**src/timer_cc_cfg.svh**
```systemverilog
// Constants of the timer capture/compare unit: register byte offsets,
// reset values, clock-select codes and pin timing figures.
// Assumes it is included by its bare name from the package and the design.
`ifndef TIMER_CC_CFG_SVH
`define TIMER_CC_CFG_SVH

// Register byte offsets on the Avalon-MM slave (one aligned word each)
`define TCC_ADDR_W        6
`define TCC_OFS_CTRL_TWO  6'h00
`define TCC_OFS_CTRL_ONE  6'h04
`define TCC_OFS_FLAGS     6'h08
`define TCC_OFS_CAP1_HIGH 6'h0c
`define TCC_OFS_CAP1_LOW  6'h10
`define TCC_OFS_CAP2_HIGH 6'h14
`define TCC_OFS_CAP2_LOW  6'h18
`define TCC_OFS_CMP1_HIGH 6'h1c
`define TCC_OFS_CMP1_LOW  6'h20
`define TCC_OFS_CMP2_HIGH 6'h24
`define TCC_OFS_CMP2_LOW  6'h28
`define TCC_OFS_CNT_HIGH  6'h2c
`define TCC_OFS_CNT_LOW   6'h30

// Reset values and the counter top value
`define TCC_CNT_RESET     16'hfffc
`define TCC_CNT_MAX       16'hffff
`define TCC_CMP_RESET     16'h8000
`define TCC_CTRL_RESET    8'h00

// Clock-select codes {clock_select_high, clock_select_low}
`define TCC_CLK_DIV4      2'b00
`define TCC_CLK_DIV2      2'b01
`define TCC_CLK_DIV8      2'b10
`define TCC_CLK_EXT       2'b11

// Least CPU clocks between two active external edges
`define TCC_EXT_MIN_GAP   4

`endif

```
**src/timer_cc_pkg.sv**
```systemverilog
// Types of the timer capture/compare unit: control and flag layouts.
// Assumes timer_cc_cfg.svh sits in the same folder.
`include "timer_cc_cfg.svh"

package timer_cc_pkg;

  // timer_control_one, bit 7 down to bit 0
  typedef struct packed {
    logic capture_irq_enable;
    logic compare_irq_enable;
    logic overflow_irq_enable;
    logic force_level_two;
    logic force_level_one;
    logic compare_level_two;
    logic compare_level_one;
    logic capture_edge_one;
  } ctrl_one_t;

  // timer_control_two, bit 7 down to bit 0
  typedef struct packed {
    logic pwm_select;
    logic single_pulse_select;
    logic compare_pin_enable_two;
    logic compare_pin_enable_one;
    logic capture_edge_two;
    logic ext_edge_select;
    logic clock_select_high;
    logic clock_select_low;
  } ctrl_two_t;

  // timer_flags_reg, bit 7 down to bit 0
  typedef struct packed {
    logic [2:0] spare;
    logic       overflow_flag;
    logic [1:0] compare_flag;
    logic [1:0] capture_flag;
  } flags_t;

endpackage

```
**src/timer_capture_compare_unit.sv**
```systemverilog
// Capture, compare and external-clock logic around a 16-bit free-running timer.
// Assumes a host on Avalon-MM with waitrequest and asynchronous timer pins.
`include "timer_cc_cfg.svh"
`timescale 1ns/1ps
`default_nettype none

module timer_capture_compare_unit #(
  parameter int BUS_DATA_W = 32               // Avalon data width
) (
  input  wire logic                    core_clk,
  input  wire logic                    rst,
  // Avalon-MM slave
  input  wire logic [`TCC_ADDR_W-1:0]  address,
  input  wire logic                    read,
  input  wire logic                    write,
  input  wire logic [BUS_DATA_W-1:0]   writedata,
  input  wire logic [BUS_DATA_W/8-1:0] byteenable,
  output logic      [BUS_DATA_W-1:0]   readdata,
  output logic                         waitrequest,
  // Timer pins and CPU mask
  input  wire logic                    ext_count_pin,
  input  wire logic                    capture_pin_one,
  input  wire logic                    capture_pin_two,
  input  wire logic                    irq_mask,
  output logic      [1:0]              compare_out_pin,
  output logic      [1:0]              compare_pin_drive,
  output logic                         timer_irq
);

  // ==========================================================================
  // Elaboration check
  // ==========================================================================
  if (BUS_DATA_W < 8 || BUS_DATA_W % 8 != 0) begin : g_width_check
    $error("BUS_DATA_W must be a multiple of 8");
  end

  // ==========================================================================
  // Register state
  // ==========================================================================
  timer_cc_pkg::ctrl_one_t ctrl_one;          // timer_control_one
  timer_cc_pkg::ctrl_two_t ctrl_two;          // timer_control_two
  timer_cc_pkg::flags_t    flags;             // timer_flags_reg view
  logic [15:0]             counter;           // Free-running counter
  logic [2:0]              presc;             // Internal prescaler
  logic [15:0]             capture_value [2]; // capture_value_one/two
  logic [15:0]             compare_value [2]; // compare_value_one/two
  logic [1:0]              capture_flag;      // Sticky capture flags
  logic [1:0]              compare_flag;      // Sticky compare flags
  logic                    overflow_flag;     // Sticky wrap flag
  logic [1:0]              cap_armed;         // Status read saw flag set
  logic [1:0]              cmp_armed;
  logic                    ovf_armed;
  logic [1:0]              cap_lock;          // High byte read, waiting low
  logic [1:0]              cmp_hold;          // High byte written, waiting low
  logic [1:0]              cmp_eq_d;          // Last cycle equality
  logic [2:0]              ext_sync;          // Two sync stages plus history
  logic [2:0]              cap_sync [2];      // Same for capture pins

  // ==========================================================================
  // Bus decode
  // ==========================================================================
  // The request is taken at the edge where waitrequest is low
  wire       accept   = (read | write) & ~waitrequest;
  wire       wr_acc   = accept & write & byteenable[0];
  wire       rd_acc   = accept & read;
  wire       any_acc  = accept & (read | (write & byteenable[0]));
  wire [7:0] wbyte    = writedata[7:0];
  wire       hit_c2   = address == `TCC_OFS_CTRL_TWO;
  wire       hit_c1   = address == `TCC_OFS_CTRL_ONE;
  wire       hit_fl   = address == `TCC_OFS_FLAGS;
  wire       hit_ch1  = address == `TCC_OFS_CAP1_HIGH;
  wire       hit_cl1  = address == `TCC_OFS_CAP1_LOW;
  wire       hit_ch2  = address == `TCC_OFS_CAP2_HIGH;
  wire       hit_cl2  = address == `TCC_OFS_CAP2_LOW;
  wire       hit_mh1  = address == `TCC_OFS_CMP1_HIGH;
  wire       hit_ml1  = address == `TCC_OFS_CMP1_LOW;
  wire       hit_mh2  = address == `TCC_OFS_CMP2_HIGH;
  wire       hit_ml2  = address == `TCC_OFS_CMP2_LOW;
  wire       hit_nh   = address == `TCC_OFS_CNT_HIGH;
  wire       hit_nl   = address == `TCC_OFS_CNT_LOW;
  wire [1:0] cap_hi_rd = {rd_acc & hit_ch2, rd_acc & hit_ch1};
  wire [1:0] cap_lo_rd = {rd_acc & hit_cl2, rd_acc & hit_cl1};
  wire [1:0] cap_lo_ac = {any_acc & hit_cl2, any_acc & hit_cl1};
  wire [1:0] cmp_hi_wr = {wr_acc & hit_mh2, wr_acc & hit_mh1};
  wire [1:0] cmp_lo_wr = {wr_acc & hit_ml2, wr_acc & hit_ml1};
  wire [1:0] cmp_lo_ac = {any_acc & hit_ml2, any_acc & hit_ml1};
  wire       cnt_lo_ac = any_acc & hit_nl;
  wire       cnt_lo_wr = wr_acc & hit_nl;
  wire       flags_rd  = rd_acc & hit_fl;

  // Force bits act on the write itself and are never stored
  wire       force_wr  = wr_acc & hit_c1;
  wire       mode_on   = ctrl_two.pwm_select | ctrl_two.single_pulse_select;
  wire [1:0] force_evt = {2{force_wr & ~mode_on}} & {wbyte[4], wbyte[3]};

  assign flags = '{spare: 3'b000, overflow_flag: overflow_flag,
                   compare_flag: compare_flag, capture_flag: capture_flag};

  // Read mux; unmapped offsets read as zero
  wire [7:0] rbyte =
      hit_c2  ? ctrl_two :
      hit_c1  ? ctrl_one :
      hit_fl  ? flags :
      hit_ch1 ? capture_value[0][15:8] : hit_cl1 ? capture_value[0][7:0] :
      hit_ch2 ? capture_value[1][15:8] : hit_cl2 ? capture_value[1][7:0] :
      hit_mh1 ? compare_value[0][15:8] : hit_ml1 ? compare_value[0][7:0] :
      hit_mh2 ? compare_value[1][15:8] : hit_ml2 ? compare_value[1][7:0] :
      hit_nh  ? counter[15:8] : hit_nl ? counter[7:0] : 8'h00;

  // ==========================================================================
  // Bus handshake: one wait cycle, readdata captured with the answer
  // ==========================================================================
  always_ff @(posedge core_clk or posedge rst) begin
    if (rst) begin
      waitrequest <= 1'b1;
      readdata    <= '0;
    end else begin
      waitrequest <= ~((read | write) & waitrequest);
      if ((read | write) & waitrequest) begin
        readdata <= {{(BUS_DATA_W-8){1'b0}}, rbyte};
      end
    end
  end

  // Control registers; byte lane 0 carries the data
  always_ff @(posedge core_clk or posedge rst) begin
    if (rst) begin
      ctrl_one <= `TCC_CTRL_RESET;
      ctrl_two <= `TCC_CTRL_RESET;
    end else begin
      if (force_wr) begin
        ctrl_one <= wbyte & 8'he7;
      end
      if (wr_acc & hit_c2) begin
        ctrl_two <= wbyte;
      end
    end
  end

  // ==========================================================================
  // Time base: prescaler, external clock, counter
  // ==========================================================================
  wire [1:0] clk_sel  = {ctrl_two.clock_select_high, ctrl_two.clock_select_low};
  wire       ext_mode = clk_sel == `TCC_CLK_EXT;
  wire       div2     = clk_sel == `TCC_CLK_DIV2;
  // Edge detect reads only the second stage and its history
  wire       ext_rise = ext_sync[1] & ~ext_sync[2];
  wire       ext_fall = ~ext_sync[1] & ext_sync[2];
  wire       ext_edge = ctrl_two.ext_edge_select ? ext_rise : ext_fall;
  wire       int_tick = div2 ? presc[0] :
                        (clk_sel == `TCC_CLK_DIV4) ? (&presc[1:0]) : (&presc);
  // External edges are taken one per CPU clock, so they must be spaced
  wire       tick     = ext_mode ? ext_edge : int_tick;
  wire       wrap     = tick & ~cnt_lo_wr & (counter == `TCC_CNT_MAX);

  // External-pin synchroniser and prescaler; the timer steps on the CPU clock
  always_ff @(posedge core_clk or posedge rst) begin
    if (rst) begin
      ext_sync <= 3'b000;
      presc    <= 3'b000;
    end else begin
      ext_sync <= {ext_sync[1:0], ext_count_pin};
      presc    <= presc + 3'd1;
    end
  end

  // Counter: only FFFC is ever loaded
  always_ff @(posedge core_clk or posedge rst) begin
    if (rst) begin
      counter <= `TCC_CNT_RESET;
    end else if (cnt_lo_wr) begin
      counter <= `TCC_CNT_RESET;
    end else if (tick) begin
      counter <= counter + 16'd1;
    end
  end

  // Overflow flag; a wrap in the clearing cycle wins
  always_ff @(posedge core_clk or posedge rst) begin
    if (rst) begin
      overflow_flag <= 1'b0;
      ovf_armed     <= 1'b0;
    end else begin
      overflow_flag <= wrap | (overflow_flag & ~(ovf_armed & cnt_lo_ac));
      if (ovf_armed & cnt_lo_ac) begin
        ovf_armed <= 1'b0;
      end else if (flags_rd & readdata[4]) begin
        ovf_armed <= 1'b1;
      end
    end
  end

  // ==========================================================================
  // Capture and compare channels
  // ==========================================================================
  wire [1:0] cap_pin  = {capture_pin_two, capture_pin_one};
  wire [1:0] cap_edge = {ctrl_two.capture_edge_two, ctrl_one.capture_edge_one};
  wire [1:0] cmp_lvl  = {ctrl_one.compare_level_two, ctrl_one.compare_level_one};
  wire [1:0] cmp_en   = {ctrl_two.compare_pin_enable_two, ctrl_two.compare_pin_enable_one};
  wire [1:0] cap_evt;
  wire [1:0] cmp_evt;

  for (genvar i = 0; i < 2; i++) begin : g_chan
    // Capture: pin two is watched in every mode, pin one only while no pulse mode is on
    wire rise     = cap_sync[i][1] & ~cap_sync[i][2];
    wire fall     = ~cap_sync[i][1] & cap_sync[i][2];
    wire pin_edge = cap_edge[i] ? rise : fall;
    wire allowed  = (i == 1) | ~mode_on;
    assign cap_evt[i] = pin_edge & allowed & ~cap_lock[i];
    wire cap_clr  = cap_armed[i] & cap_lo_ac[i];

    // Compare target: plus one unless the timer runs at half CPU rate
    wire [15:0] target = div2 ? compare_value[i] : compare_value[i] + 16'd1;
    wire        eq     = (counter == target) & ~cmp_hold[i];
    assign cmp_evt[i]  = eq & ~cmp_eq_d[i];
    wire cmp_clr  = cmp_armed[i] & cmp_lo_ac[i];

    // Capture synchroniser, value, flag and lock
    always_ff @(posedge core_clk or posedge rst) begin
      if (rst) begin
        cap_sync[i]      <= 3'b000;
        capture_value[i] <= 16'h0000;
        capture_flag[i]  <= 1'b0;
        cap_armed[i]     <= 1'b0;
        cap_lock[i]      <= 1'b0;
      end else begin
        cap_sync[i] <= {cap_sync[i][1:0], cap_pin[i]};
        if (cap_evt[i]) begin
          capture_value[i] <= counter;
        end
        // A capture in the clearing cycle keeps the flag set
        capture_flag[i] <= cap_evt[i] | (capture_flag[i] & ~cap_clr);
        if (cap_clr) begin
          cap_armed[i] <= 1'b0;
        end else if (flags_rd & readdata[i]) begin
          cap_armed[i] <= 1'b1;
        end
        if (cap_lo_rd[i]) begin
          cap_lock[i] <= 1'b0;
        end else if (cap_hi_rd[i]) begin
          cap_lock[i] <= 1'b1;
        end
      end
    end

    // Compare value, hold, flag and pin latch
    always_ff @(posedge core_clk or posedge rst) begin
      if (rst) begin
        compare_value[i]   <= `TCC_CMP_RESET;
        cmp_hold[i]        <= 1'b0;
        cmp_eq_d[i]        <= 1'b0;
        compare_flag[i]    <= 1'b0;
        cmp_armed[i]       <= 1'b0;
        compare_out_pin[i] <= 1'b0;
      end else begin
        cmp_eq_d[i] <= eq;
        if (cmp_hi_wr[i]) begin
          compare_value[i][15:8] <= wbyte;
          cmp_hold[i]            <= 1'b1;
        end else if (cmp_lo_wr[i]) begin
          compare_value[i][7:0]  <= wbyte;
          cmp_hold[i]            <= 1'b0;
        end
        compare_flag[i] <= cmp_evt[i] | (compare_flag[i] & ~cmp_clr);
        if (cmp_clr) begin
          cmp_armed[i] <= 1'b0;
        end else if (flags_rd & readdata[2+i]) begin
          cmp_armed[i] <= 1'b1;
        end
        // Force wins over a match in the same cycle; both drive the level
        if (force_evt[i]) begin
          compare_out_pin[i] <= wbyte[1+i];
        end else if (cmp_evt[i] & cmp_en[i]) begin
          compare_out_pin[i] <= cmp_lvl[i];
        end
      end
    end
  end

  // Pin drive mirrors the enable bits; when clear the pin is general I/O
  assign compare_pin_drive = {ctrl_two.compare_pin_enable_two, ctrl_two.compare_pin_enable_one};

  // ==========================================================================
  // Interrupt request: pending flags stay until the mask opens
  // ==========================================================================
  wire irq_any = (|capture_flag & ctrl_one.capture_irq_enable) |
                 (|compare_flag & ctrl_one.compare_irq_enable) |
                 (overflow_flag & ctrl_one.overflow_irq_enable);

  always_ff @(posedge core_clk or posedge rst) begin
    if (rst) begin
      timer_irq <= 1'b0;
    end else begin
      timer_irq <= irq_any & ~irq_mask;
    end
  end
endmodule

`default_nettype wire

```
**config.mk**
```make
export PLATFORM = sky130hd
export DESIGN_NAME = timer_capture_compare_unit
export DESIGN_NICKNAME = d
export VERILOG_FILES = /design/src/timer_cc_pkg.sv /design/src/timer_capture_compare_unit.sv
export VERILOG_INCLUDE_DIRS = /design/src
export SDC_FILE = /design/constraint.sdc
export NUM_CORES = 1
export LEC_CHECK = 0
export BUFFER_PORTS_ARGS = -buffer_cell sky130_fd_sc_hd__buf_4
export CAP_MARGIN = 20
export CELL_PAD_IN_SITES_DETAIL_PLACEMENT = 2
export CELL_PAD_IN_SITES_GLOBAL_PLACEMENT = 2
export CORE_UTILIZATION = 38
export DETAILED_ROUTE_END_ITERATION = 8
export MAX_ROUTING_LAYER = met4
export PLACE_DENSITY_LB_ADDON = 0.1
export SYNTH_ARGS = -nofsm -noshare
export SYNTH_HDL_FRONTEND = slang
export SYNTH_SLANG_ARGS = --single-unit
export TNS_END_PERCENT = 30
```
**constraint.sdc**
```tcl
create_clock -name core_clk -period 5.25 [get_ports core_clk]
set_input_delay 0.7875 -clock core_clk [delete_from_list [all_inputs] [get_ports core_clk]]
set_output_delay 0.7875 -clock core_clk [all_outputs]
set_load 0.1 [all_outputs]
```
[After elaboration in Yosys (flattened, before gate mapping)]
Cells that the tools add are included.
Cells by class
  reduce and logical (&&, ||, !) cells: 20
  $add $sub $neg: 4
  multiplexer cells: 45
  eq/ne operators: 17
  bitwise gates (word level): 96
Operators with widths (number)
  $mux W8: 13
  $mux W16: 4
  $and A1 B1 Y1: 61
  $add A16 B1 Y16 const B: 3
  $eq A16 B16 Y1: 2
  $eq A6 B6 Y1 const B: 5
  $mux W1: 28
  $eq A6 B5 Y1 const B: 4
  $not A1 Y1: 24
  $reduce_bool A2 Y1: 12
  $eq A16 B16 Y1 const B: 1
  $eq A6 B4 Y1 const B: 2
  $or A1 B1 Y1: 10
  $eq A6 B3 Y1 const B: 1
  $logic_not A6 Y1: 1
  $reduce_and A2 Y1: 3
  $reduce_or A2 Y1: 2
  $add A3 B1 Y3 const B: 1
  $reduce_and A3 Y1: 1
  $and A2 B2 Y2: 1
  $eq A2 B1 Y1 const B: 1
  $eq A2 B2 Y1 const B: 1
  $logic_not A2 Y1: 1
Storage, ports and cells
  word-level logic and storage cells: 228
  flip-flop bits (word level): 134

[Logic depth before layout (Yosys ltp)]
Gate-level depths: netlist of run 1.
  depth after elaboration: 14
  gate-level depth with buffers: 11
  mapped depth without buffers: 9

[Worst setup path after synthesis of run 1]
No wires, ideal clock.
  path type: in2reg
  start point: input address[1]
  end point: register compare_value[10] (netlist name)
  arrival time: 2.443 ns
  path buffers: 2
  stages on the path: 5
  setup slack: 2.682 ns
  cell sequence: or4b_1 -> clkbuf_1 -> clkbuf_1 -> nor2_1 -> mux2_2
On the way
  cells in the longest elaborated chain, start to end: 2
RTL lines
  start: declaration: RTL line timer_capture_compare_unit.sv:13  | input wire logic [`TCC_ADDR_W-1:0] address,
  $eq A6 B6 Y1 (no line)
  $and A1 B1 Y1: RTL line timer_capture_compare_unit.sv:84  | wire [1:0] cmp_hi_wr = {wr_acc & hit_mh2, wr_acc & hit_mh1};
  end signal: indexed assignment: RTL line timer_capture_compare_unit.sv:249  | compare_value[i] <= `TCC_CMP_RESET;
  end signal: indexed assignment: RTL line timer_capture_compare_unit.sv:258  | compare_value[i][15:8] <= wbyte;
  end signal: indexed assignment: RTL line timer_capture_compare_unit.sv:261  | compare_value[i][7:0] <= wbyte;
  end: declaration: RTL line timer_capture_compare_unit.sv:46  | logic [15:0] compare_value [2];
No other way between the ends.
A chain may end at the register's enable or synchronous reset.

[Worst setup path in the final report of run 1]
  start point: input address[1]
  end point: register readdata[6]
On the way
  cells in the longest elaborated chain, start to end: 14
  elaborated cells on any way between the ends: 26
  classes of those cells: eq/ne (12); mux (13); reduce/logical (1)
RTL lines
  $eq A6 B6 Y1 (no line)
  $mux W8 (2 in series): RTL line timer_capture_compare_unit.sv:108  | hit_nh ? counter[15:8] : hit_nl ? counter[7:0] : 8'h00;
  $mux W8 (2 in series): RTL line timer_capture_compare_unit.sv:107  | hit_mh2 ? compare_value[1][15:8] : hit_ml2 ? compare_value[1][7:0] :
  $mux W8 (2 in series): RTL line timer_capture_compare_unit.sv:106  | hit_mh1 ? compare_value[0][15:8] : hit_ml1 ? compare_value[0][7:0] :
  $mux W8 (2 in series): RTL line timer_capture_compare_unit.sv:105  | hit_ch2 ? capture_value[1][15:8] : hit_cl2 ? capture_value[1][7:0] :
  $mux W8 (2 in series): RTL line timer_capture_compare_unit.sv:104  | hit_ch1 ? capture_value[0][15:8] : hit_cl1 ? capture_value[0][7:0] :
  $mux W8: RTL line timer_capture_compare_unit.sv:103  | hit_fl ? flags :
  $mux W8: RTL line timer_capture_compare_unit.sv:102  | hit_c1 ? ctrl_one :
  $mux W8 (*): RTL line timer_capture_compare_unit.sv:101  | hit_c2 ? ctrl_two :
  end signal: assignment: RTL line timer_capture_compare_unit.sv:120  | readdata <= {{(BUS_DATA_W-8){1'b0}}, rbyte};
  end: declaration: RTL line timer_capture_compare_unit.sv:18  | output logic [BUS_DATA_W-1:0] readdata,
Mark *: on every way between the ends. The rest lies on a longest branch, timed or not.

==> results of run 1 <==
## final timing paths
check / from / to / cells past startpoint
worst max-delay path: address[1] / readdata[6] / 8
worst min-delay path: ext_sync[0] / ext_sync[1] / 0
worst max register to register: clk_sel[1] / compare_out_pin[0] / 8
worst min register to register: ext_sync[0] / ext_sync[1] / 0
max in group asynchronous: rst / counter[5] / 3
min in group asynchronous: rst / cap_armed[0] / 2
## cell families (layout without fill, tap and decap cells)
kind of cell               after synthesis  after routing  synth area share [%]
DFF                                    134            134                 43.17
xor gates and xnor gates                47             47                 5.266
adders and majority gates                5              5                0.8004
muxes                                   93             93                 13.46
buffers and inverters                  100            100                 6.323
AOI/OAI and AO/OA                      181            181                 14.73
and+or+nand+nor                        248            248                 16.20
other                                    1             24               0.04798
## layout make-up
type	instances	area, um2
Timing Repair Buffer	45	337.8
Fill cell	2190	11400
Multi-Input combinational cell	598	4040
Sequential cell	134	3374
Clock inverter	12	143.9
Clock buffer	20	446.7
Tap cell	270	337.8
Inverter	23	91.34
## layout by cell type (no fill, tap or decap), types with 5 or more instances in the layout
cell type	count
o22ai_1	6
buf_4	45
or3_1	8
mux2i_1	14
and2_1	6
xnor2_1	22
and4_1	7
a211oi_1	7
a31oi_1	12
nor2_1	42
a21oi_1	46
and3_1	10
mux2_2	77
o21ai_0	53
nand3_1	29
a21o_1	5
a221oi_1	5
clkbuf_16	17
xor2_1	25
nand4_1	16
ha_1	5
o31ai_1	5
inv_1	20
dfstp_2	17
nand2_1	76
nand2b_1	8
dfrtp_1	117
nor3_1	19
conb_1	24
## registers in the layout (all words and copies together), names as in the netlist, 3 cells and up
signal         cells
capture_value     32
ctrl_two           3
readdata           8
ctrl_one           3
ext_sync           3
cap_sync           6
presc              3
counter           16
compare_value     32
## synthesized netlist by cell type, drive strengths merged, types with 5 or more instances
cell	n
nor4	6
dfstp	17
ha	5
o21ai	54
buf	42
a21o	5
inv	21
and3	10
mux2i	14
nor3	20
o31ai	5
nand2b	8
nand2	76
a211oi	8
or3	8
dfrtp	117
a21oi	46
xor2	25
a31oi	12
and4	7
mux2	77
o22ai	6
xnor2	22
a221oi	5
nor2	43
and2	7
nand3	29
nand4	16
clkbuf	35
## worst max-delay path: cells and delay by family
kind | cells | cell delay, ps
AO/OA/AOI/OAI | 5 | 1160
AND/OR/NAND/NOR | 2 | 1500
buffers and inverters | 1 | 130
## per-layer routing
layer	global-route usage (%)	vias to the layer above	wire (um)
met5	-	-	0
met4	12.68	0	1078
met3	6.238	61	1759
met2	48.56	180	14220
met1	34.62	3412	11690
li1	-	2895	-
## through the flow
step | power [uW] | std cells | utilization [%] | instance area [um2] | worst slack (ps)
2_1_floorplan | 1822 | 832 | - | 7903 | 907.9
6_report | 3270 | 1102 | 43.49 | 8772 | 2012
4_1_cts | 3295 | 1101 | 43.46 | 8765 | 2041
5_1_grt | 3404 | 1102 | 43.49 | 8772 | 1852
3_5_place_dp | 2060 | 1069 | 40.53 | 8174 | 1634
3_3_place_gp | 2021 | 1069 | 40.53 | 8174 | 1672
## report_power, final
part	leakage, uW	switching, uW	total, uW	internal, uW
logic	0.00180	405	635	230
clock network	0.000278	497	1220	718
registers	0.00170	246	1420	1170
==> impl_metrics.ini, run 1 <==
[route]
viasPerCell = 5.942
routedWlPerCell_um = 26.08
via_count = 6548
drt_drc_violations_left = 0
dr.pass1.iters = 4
ant_nets = 0
wirelength_mm = 28.74
drt_iter0_drc = 301

[final_layout]
diodes = 0
drive_above_1_share_pct = 22.36
syn2layout_area_growth_pct = 12.23
layout.nets = 874

[sta]
hold_violations = 0
maxSlewViolCount = 0
fin_tns_setup_ps = 0
min_period_ps = 3238
timing.hold.ws_ps = 354.3
skew_ps = 14.85
tightestPinTransition_ps = 1086
fmax_mhz = 308.8
finalSetupViolCount = 0
rsz0062_at_grt = no
period_share_pct = 61.68
slew_headroom_pct = 27.41

[floorplan]
die_w_um = 145.4
start_util_pct = 38.75
die-area_um2 = 21150
num_rows = 52
fp.dieH_um = 145.4
coreArea_um2 = 20170
io_pins = 88

[global_route]
grt_pass1_vias = 7233
grt_pass1_wl_mm = 44.51
grt-ovfl-total = 0
antenna_found_initial = 0
track_usage_pct = 29.40
grt_start_max_net_pins = 100

[synth]
synth.cell_area_um2 = 7816
syn_inst = 809
ys_seq_elements = 134
synth_ff_type = dfrtp_1
avgSynthCellArea_um2 = 9.662
synth_top_area_share_pct = 37.46
yosysSeqAreaShare_pct = 43.17
async_reset_ff_share_pct = 100.0
yosys-top-cells-area = dfrtp_1, mux2_2, dfstp_2, nand2_1, o21ai_0
ys_types = 73
synth_top_cell_by_area = dfrtp_1
ys_warn_count = 0
synth_edf_count = 0

[clocking]
cts_tree = built
postCtsSetupRepairBufs = 0
cts_resized = 0
cts_root_buf = clkbuf_16
worst_skew_pair.late_latency_ps = 440
cts.sinks = 134
cts.path.max_buffers = 2
h-tree-depth = 4
numCtsBuffers = 17
clk_pin_slew_worst_paths_ps = 60
postCtsHoldBufs = 0

[critical_path]
path_max_fanout = 16
critPathKind = input port to flip-flop
crit_chain = buf_4 -> or4b_1 -> nor3_2 -> a21oi_1 -> o21a_1 -> a311oi_1 -> o22ai_1 -> o21ai_0
cp-end-kind = flip-flop
cp.required_ps = 5600
max_stage_delay_ps = 840
cp_slowest_cell = or4b_1
crit_arrival_ps = 3590
rrSetupSlack_ps = 2270
startpoint_type = input port

[power_and_ir_drop]
powerDensity_nw_per_um2 = 372.8
p_leak_uw = 0.003782
peakVddDrop_v = 0.0002071

[worst_hold_path]
hold_path.class = flip-flop to flip-flop

[place]
post-dp-hpwl_mm = 20.34
place_congestion = 0.8439
io_buffers = 36

[job]
cap_violations = 0

[status]
status = finished clean
(Power assumes the default switching activity.)
==> run 2, diff against run 1 <==
ABC_AREA = 1   (was default)
CORE_UTILIZATION = 34   (was 38)
clock period = 3 ns   (was 5.25 ns; I/O delays follow)
==> run 2 against run 1 <==
- critical endpoint is now compare_out_pin[1]
- sequential cell count stayed put
- combinational power rose to 2.9 times the previous value
- core utilization decreased by 3.2 points
- the flow now finishes with violations (design-rule violations)
- die area increased by 9.8%
- clock power increased by 80%
- largest power group unchanged
- sequential share of layout area down 0.40 points
- critical path type is now flip-flop to flip-flop
- global-route usage shrank 2.2 points
==> impl_metrics.ini, run 2 <==
[final_layout]
layout.nets = 1138
drive_above_1_share_pct = 14.05
final_cell_mix = nand2_1, dfrtp_1, inv_1
syn2layout_area_growth_pct = 15.33
diodes = 0
final_common_cell = nand2_1
reg.largest.list = capture_value (32), compare_value (32), counter (16)
final_area_um2 = 8865

[critical_path]
cp-end-kind = flip-flop
path_max_fanout = 6
cp_top_family = simple AND/OR/NAND/NOR gates
max_stage_delay_ps = 560
path_common_cell = nand2_1
cp_slowest_cell = dfrtp_1
path_buf_inv = 1
startpoint_type = flip-flop
cp.required_ps = 3330
critPathKind = flip-flop to flip-flop
crit_chain = ha_1 -> nand3_1 -> nor2_2 -> nand2_1 -> nor2_1 -> nand3b_1 -> nand2_1 -> nand2_1 -> nor2_2 -> nand2_1 -> nor2_1 -> nand4_1 -> nand2_1 -> nand2_1 -> nand2_1 -> inv_1
crit_arrival_ps = 2970

[clocking]
numCtsBuffers = 17
cts_root_buf = clkbuf_16
h-tree-depth = 4
worst_skew_pair.late_latency_ps = 430
cts_tree = built
cts_resized = 0
cts.path.max_buffers = 2
cts.sinks = 134
clk_pin_slew_worst_paths_ps = 70
postCtsSetupRepairBufs = 0
postCtsHoldBufs = 0

[job]
cap_violations = 0

[sta]
slew_headroom_pct = 48.01
min_period_ps = 2638
fmax_mhz = 379.1
tightestPinTransition_ps = 779.9
skew_ps = 10.30
fin_tns_setup_ps = 0
hold_violations = 0
finalSetupViolCount = 0
maxSlewViolCount = 0
rsz0062_at_grt = no
period_share_pct = 87.92

[synth]
synth_ff_type = dfrtp_1
syn_inst = 1031
ys_seq_elements = 134
avgSynthCellArea_um2 = 7.455
synth_top_area_share_pct = 38.09
ys_types = 44
yosys-top-cells-area = dfrtp_1, nand2_1, o21ai_0, dfstp_2, inv_1
synth_edf_count = 0
synth_top_cell_by_area = dfrtp_1
synth_most_common_cell = nand2_1
synth.cell_area_um2 = 7686
yosysSeqAreaShare_pct = 43.90
synthTopCellsByCount = nand2_1, dfrtp_1, inv_1
ys_warn_count = 0
async_reset_ff_share_pct = 100.0

[floorplan]
fp.dieH_um = 152.4
die_w_um = 152.4
die-area_um2 = 23210
num_rows = 54
start_util_pct = 34.90
coreArea_um2 = 22030
io_pins = 88

[global_route]
grt_pass1_vias = 7759
grt_start_max_net_pins = 135
antenna_found_initial = 0
grt_pass1_wl_mm = 45.60
track_usage_pct = 27.16
grt-ovfl-total = 0

[power_and_ir_drop]
peakVddDrop_v = 0.0002960
powerDensity_nw_per_um2 = 767.9
p_leak_uw = 0.004147

[status]
violations = design-rule violations
status = finished, violations left

[worst_hold_path]
hold_path.class = input port to flip-flop

[route]
drt_iter0_drc = 350
routedWlPerCell_um = 21.36
dr.pass1.iters = 7
viasPerCell = 5.261
wirelength_mm = 29.39
ant_nets = 0
drt_drc_violations_left = 3
via_count = 7239

[place]
post-dp-hpwl_mm = 22.19
dpl-instance-area_um2 = 8264
io_buffers = 36
place_congestion = 0.9174
## run 2: worst paths after layout
check | cells past startpoint | slack, ps | to | start
max in group asynchronous | 3 | 2180 | compare_value[0] | rst
worst min register to register | 0 | 350 | cap_sync[1] | cap_sync[0]
worst max register to register | 16 | 360 | compare_out_pin[1] | compare_value[0]
min in group asynchronous | 3 | 230 | capture_value[10] | rst
worst max-delay path | 16 | 360 | compare_out_pin[1] | compare_value[0]
worst min-delay path | 1 | 120 | ext_sync[0] | ext_count_pin
## run 2: cell type report
type | count | area (um2)
Fill cell | 2625 | 13160
Multi-Input combinational cell | 752 | 3641
Sequential cell | 134 | 3374
Inverter | 121 | 457.9
Timing Repair Buffer | 57 | 440.4
Clock buffer | 18 | 439.2
Tap cell | 280 | 350.3
Clock inverter | 14 | 161.4
## run 2: cells by family (layout without fill, tap and decap cells)
group	count (synthesis)	in the layout	share of synthesized area, %
other cells	1	24	0.04879
fa+ha+maj	5	5	0.8139
buf+inv	168	210	9.849
simple gates	516	516	29.95
flops	134	134	43.90
xor+xnor	24	24	2.914
compound gates	183	183	12.52
## run 2: worst reg2reg max path, cell delays in order, from the launching register on
cell and delay [ps]:
dfrtp_1 560, ha_1 350, nand3_1 140, nor2_2 160, nand2_1 160, nor2_1 210, nand3b_1 100, nand2_1 70
nand2_1 60, nor2_2 120, nand2_1 100, nor2_1 130, nand4_1 130, nand2_1 90, nand2_1 50, nand2_1 60
inv_1 40
## run 2: metrics by stage
| stage | std cells | hold slack (ps) | util [%] | setup slack (ps) | total power [uW] |
|---|---|---|---|---|---|
| after floorplan | 1054 | 331.2 | - | 898.7 | 3877 |
| after global placement | 1344 | 333.2 | 37.52 | 513.5 | 4526 |
| after detailed placement | 1344 | 341.2 | 37.52 | 383.6 | 4620 |
| after CTS | 1376 | 106.9 | 40.25 | 338.1 | 6847 |
| after global routing | 1376 | 111.6 | 40.25 | 117.5 | 7131 |
| final | 1376 | 116.7 | 40.25 | 362.3 | 6807 |
## run 2: power breakdown
group	leakage, uW	switching, uW	total (uW)	internal, uW
Clock	0.000291	931	2200	1270
Sequential	0.00160	494	2760	2270
Combinational	0.00226	1330	1840	515
## run 2: layer usage
| layer | vias up | GRT usage, % | share of wire [%] |
|---|---|---|---|
| met3 | 57 | 3.726 | 3.4 |
| met2 | 142 | 44.37 | 48 |
| met4 | 0 | 10.25 | 3.1 |
| li1 | 3381 | - | - |
| met5 | - | - | 0 |
| met1 | 3659 | 34.18 | 45 |
==> run 3, diff against run 2 <==
CORE_MARGIN = 10   (was default)
CTS_CLUSTER_SIZE = 12   (was default)
SETUP_SLACK_MARGIN = 0.3   (was default)
==> run 3 against run 2 <==
- die area rose by 25%
- total power shrank 0.44%
- sequential cell count stayed put
- the flow now finishes without violations
==> impl_metrics.ini, run 3 (synthesized netlist as in run 2, its figures left out) <==
[floorplan]
die_w_um = 170.4
num_rows = 54
start_util_pct = 34.90
coreArea_um2 = 22030
fp.dieH_um = 170.4
die-area_um2 = 29020
io_pins = 88

[critical_path]
critPathKind = flip-flop to flip-flop
crit_start = compare_value[0]
path_max_fanout = 6
rrSetupSlack_ps = 450
crit_end = compare_out_pin[1]
startpoint_type = flip-flop
crit_arrival_ps = 2870
ff2ff_path_depth = 16
rr_startpoint = compare_value[0]
cp_slowest_cell = dfrtp_2
cp-end-kind = flip-flop
crit_chain = ha_2 -> nand3_1 -> nor2_2 -> nand2_1 -> nor2_1 -> nand3b_1 -> nand2_1 -> nand2_1 -> nor2_2 -> nand2_1 -> nor2_1 -> nand4_1 -> nand2_1 -> nand2_1 -> nand2_1 -> inv_1
path_common_cell = nand2_1
cp.required_ps = 3330
max_stage_delay_ps = 470
reg2reg_to = compare_out_pin[1]

[power_and_ir_drop]
pwr-share-comb_pct = 28.4
internal-power_uw = 3991
power.switching_uw = 2786
peakVddDrop_v = 0.0003245
p_seq_share_pct = 40.9
powerDensity_nw_per_um2 = 765.0
p_sw_share_pct = 41.11
clockPowerShare_pct = 30.7
p_leak_uw = 0.004132

[clocking]
h-tree-depth = 4
numCtsBuffers = 17
worst_skew_pair.late_latency_ps = 430
clk_pin_slew_worst_paths_ps = 70
cts_root_buf = clkbuf_16
cts.path.max_buffers = 2
cts.sinks = 134
cts_tree = built
postCtsHoldBufs = 0

[sta]
skew_ps = 11.50
timing.hold.ws_ps = 123.1
fmax_mhz = 392.9
finalSetupViolCount = 0
maxSlewViolCount = 0
hold_violations = 0
slew_headroom_pct = 47.61
tightestPinTransition_ps = 784.2
period_share_pct = 84.84
fin_tns_setup_ps = 0
min_period_ps = 2545
rsz0062_at_grt = yes

[place]
post-dp-hpwl_mm = 23.50
io_buffers = 36
place_congestion = 0.8823

[route]
ant_nets = 0
via_count = 7266
wirelength_mm = 31.20
dr.pass1.iters = 4
routedWlPerCell_um = 22.68
drt_drc_violations_left = 0
viasPerCell = 5.281
drt_iter0_drc = 442

[global_route]
grt_pass1_wl_mm = 47.82
grt_start_max_net_pins = 45
grt-ovfl-total = 0
grt_pass1_vias = 7766
track_usage_pct = 22.47
antenna_found_initial = 0

[job]
cap_violations = 0

[worst_hold_path]
hold_path.class = input port to flip-flop

[final_layout]
final_common_cell = nand2_1
reg.largest.list = capture_value (32), compare_value (32), counter (16)
syn2layout_area_growth_pct = 15.25
drive_above_1_share_pct = 14.32
final_cell_mix = nand2_1, inv_1, dfrtp_1
diodes = 0
layout.nets = 1139

[status]
status = finished clean
run 3: cell count changes in the layout (fill, tap and decap cells not counted):
| cell | delta |
|---|---|
| inv_6 | -7 |
| clkinv_2 | +3 |
| dfrtp_1 | -3 |
| dfrtp_2 | +3 |
| clkinv_4 | +2 |
| buf_12 | +1 |
| bufinv_16 | -1 |
| clkbuf_1 | +1 |
| clkbuf_8 | +1 |
| ha_1 | -1 |
| ha_2 | +1 |
| nand2_4 | -1 |
| nand2_8 | +1 |
run 3: worst max-delay path: cells and delay by family, from the launching register on:
| family | cells | cell delay [ps] |
|---|---|---|
| AND/OR/NAND/NOR | 14 | 1640 |
| flip-flops | 1 | 470 |
| adder cells (fa/ha/maj) | 1 | 280 |
| buffers and inverters | 1 | 30 |
run 3: power by group through the flow:
stage	clock network, uW	registers, uW	logic, uW
6_report	2080	2770	1930
2_1_floorplan	0	2690	1190
4_1_cts	2100	2760	1930
3_3_place_gp	0	2770	1840
5_1_grt	2170	2820	2120
3_5_place_dp	0	2780	1900
run 3: how the worst min path moves through the flow:
stage          cells past startpoint     endpoint  slack (ps)       startpoint
3_3_place_gp                       0  cap_sync[1]         330      cap_sync[0]
5_1_grt                            1  ext_sync[0]         110    ext_count_pin
4_1_cts                            1  cap_sync[0]         110  capture_pin_two
6_report                           1  ext_sync[0]         120    ext_count_pin
3_5_place_dp                       0  cap_sync[1]         340      cap_sync[0]
2_1_floorplan                      0  cap_sync[1]         330      cap_sync[0]
run 3: area by class of cell:
| type | count | area [um2] |
|---|---|---|
| Multi-Input combinational cell | 752 | 3652 |
| Inverter | 121 | 457.9 |
| Tap cell | 280 | 350.3 |
| Timing Repair Buffer | 58 | 460.4 |
| Clock buffer | 20 | 456.7 |
| Fill cell | 2597 | 13170 |
| Sequential cell | 134 | 3378 |
| Clock inverter | 11 | 102.6 |
run 3: timing repair:
action,4_1_cts,5_1_grt
gates resized for setup,1,4
cloned,0,0
endpoints found under the setup margin,1,5
setup buffers,0,1
pin swaps,0,1
run 3: metal layers:
layer	vias up	track usage [%]	wire [um]
met2	108	37.42	15640
met1	3756	28.64	14290
li1	3384	-	-
met3	18	2.823	913
met5	-	-	0
met4	0	4.920	367
run 3: stage by stage:
step                instance area [um2]  cells  setup WS [ps]  power, uW  util (%)
finish                             8859   1376          454.8       6777     40.22
global route                       8859   1376          217.3       7116     40.22
CTS                                8837   1375          370.7       6799     40.12
detailed placement                 8277   1344          359.2       4685     37.58
global placement                   8277   1344          468.6       4605     37.58
floorplan                          7776   1054          898.7       3877         -
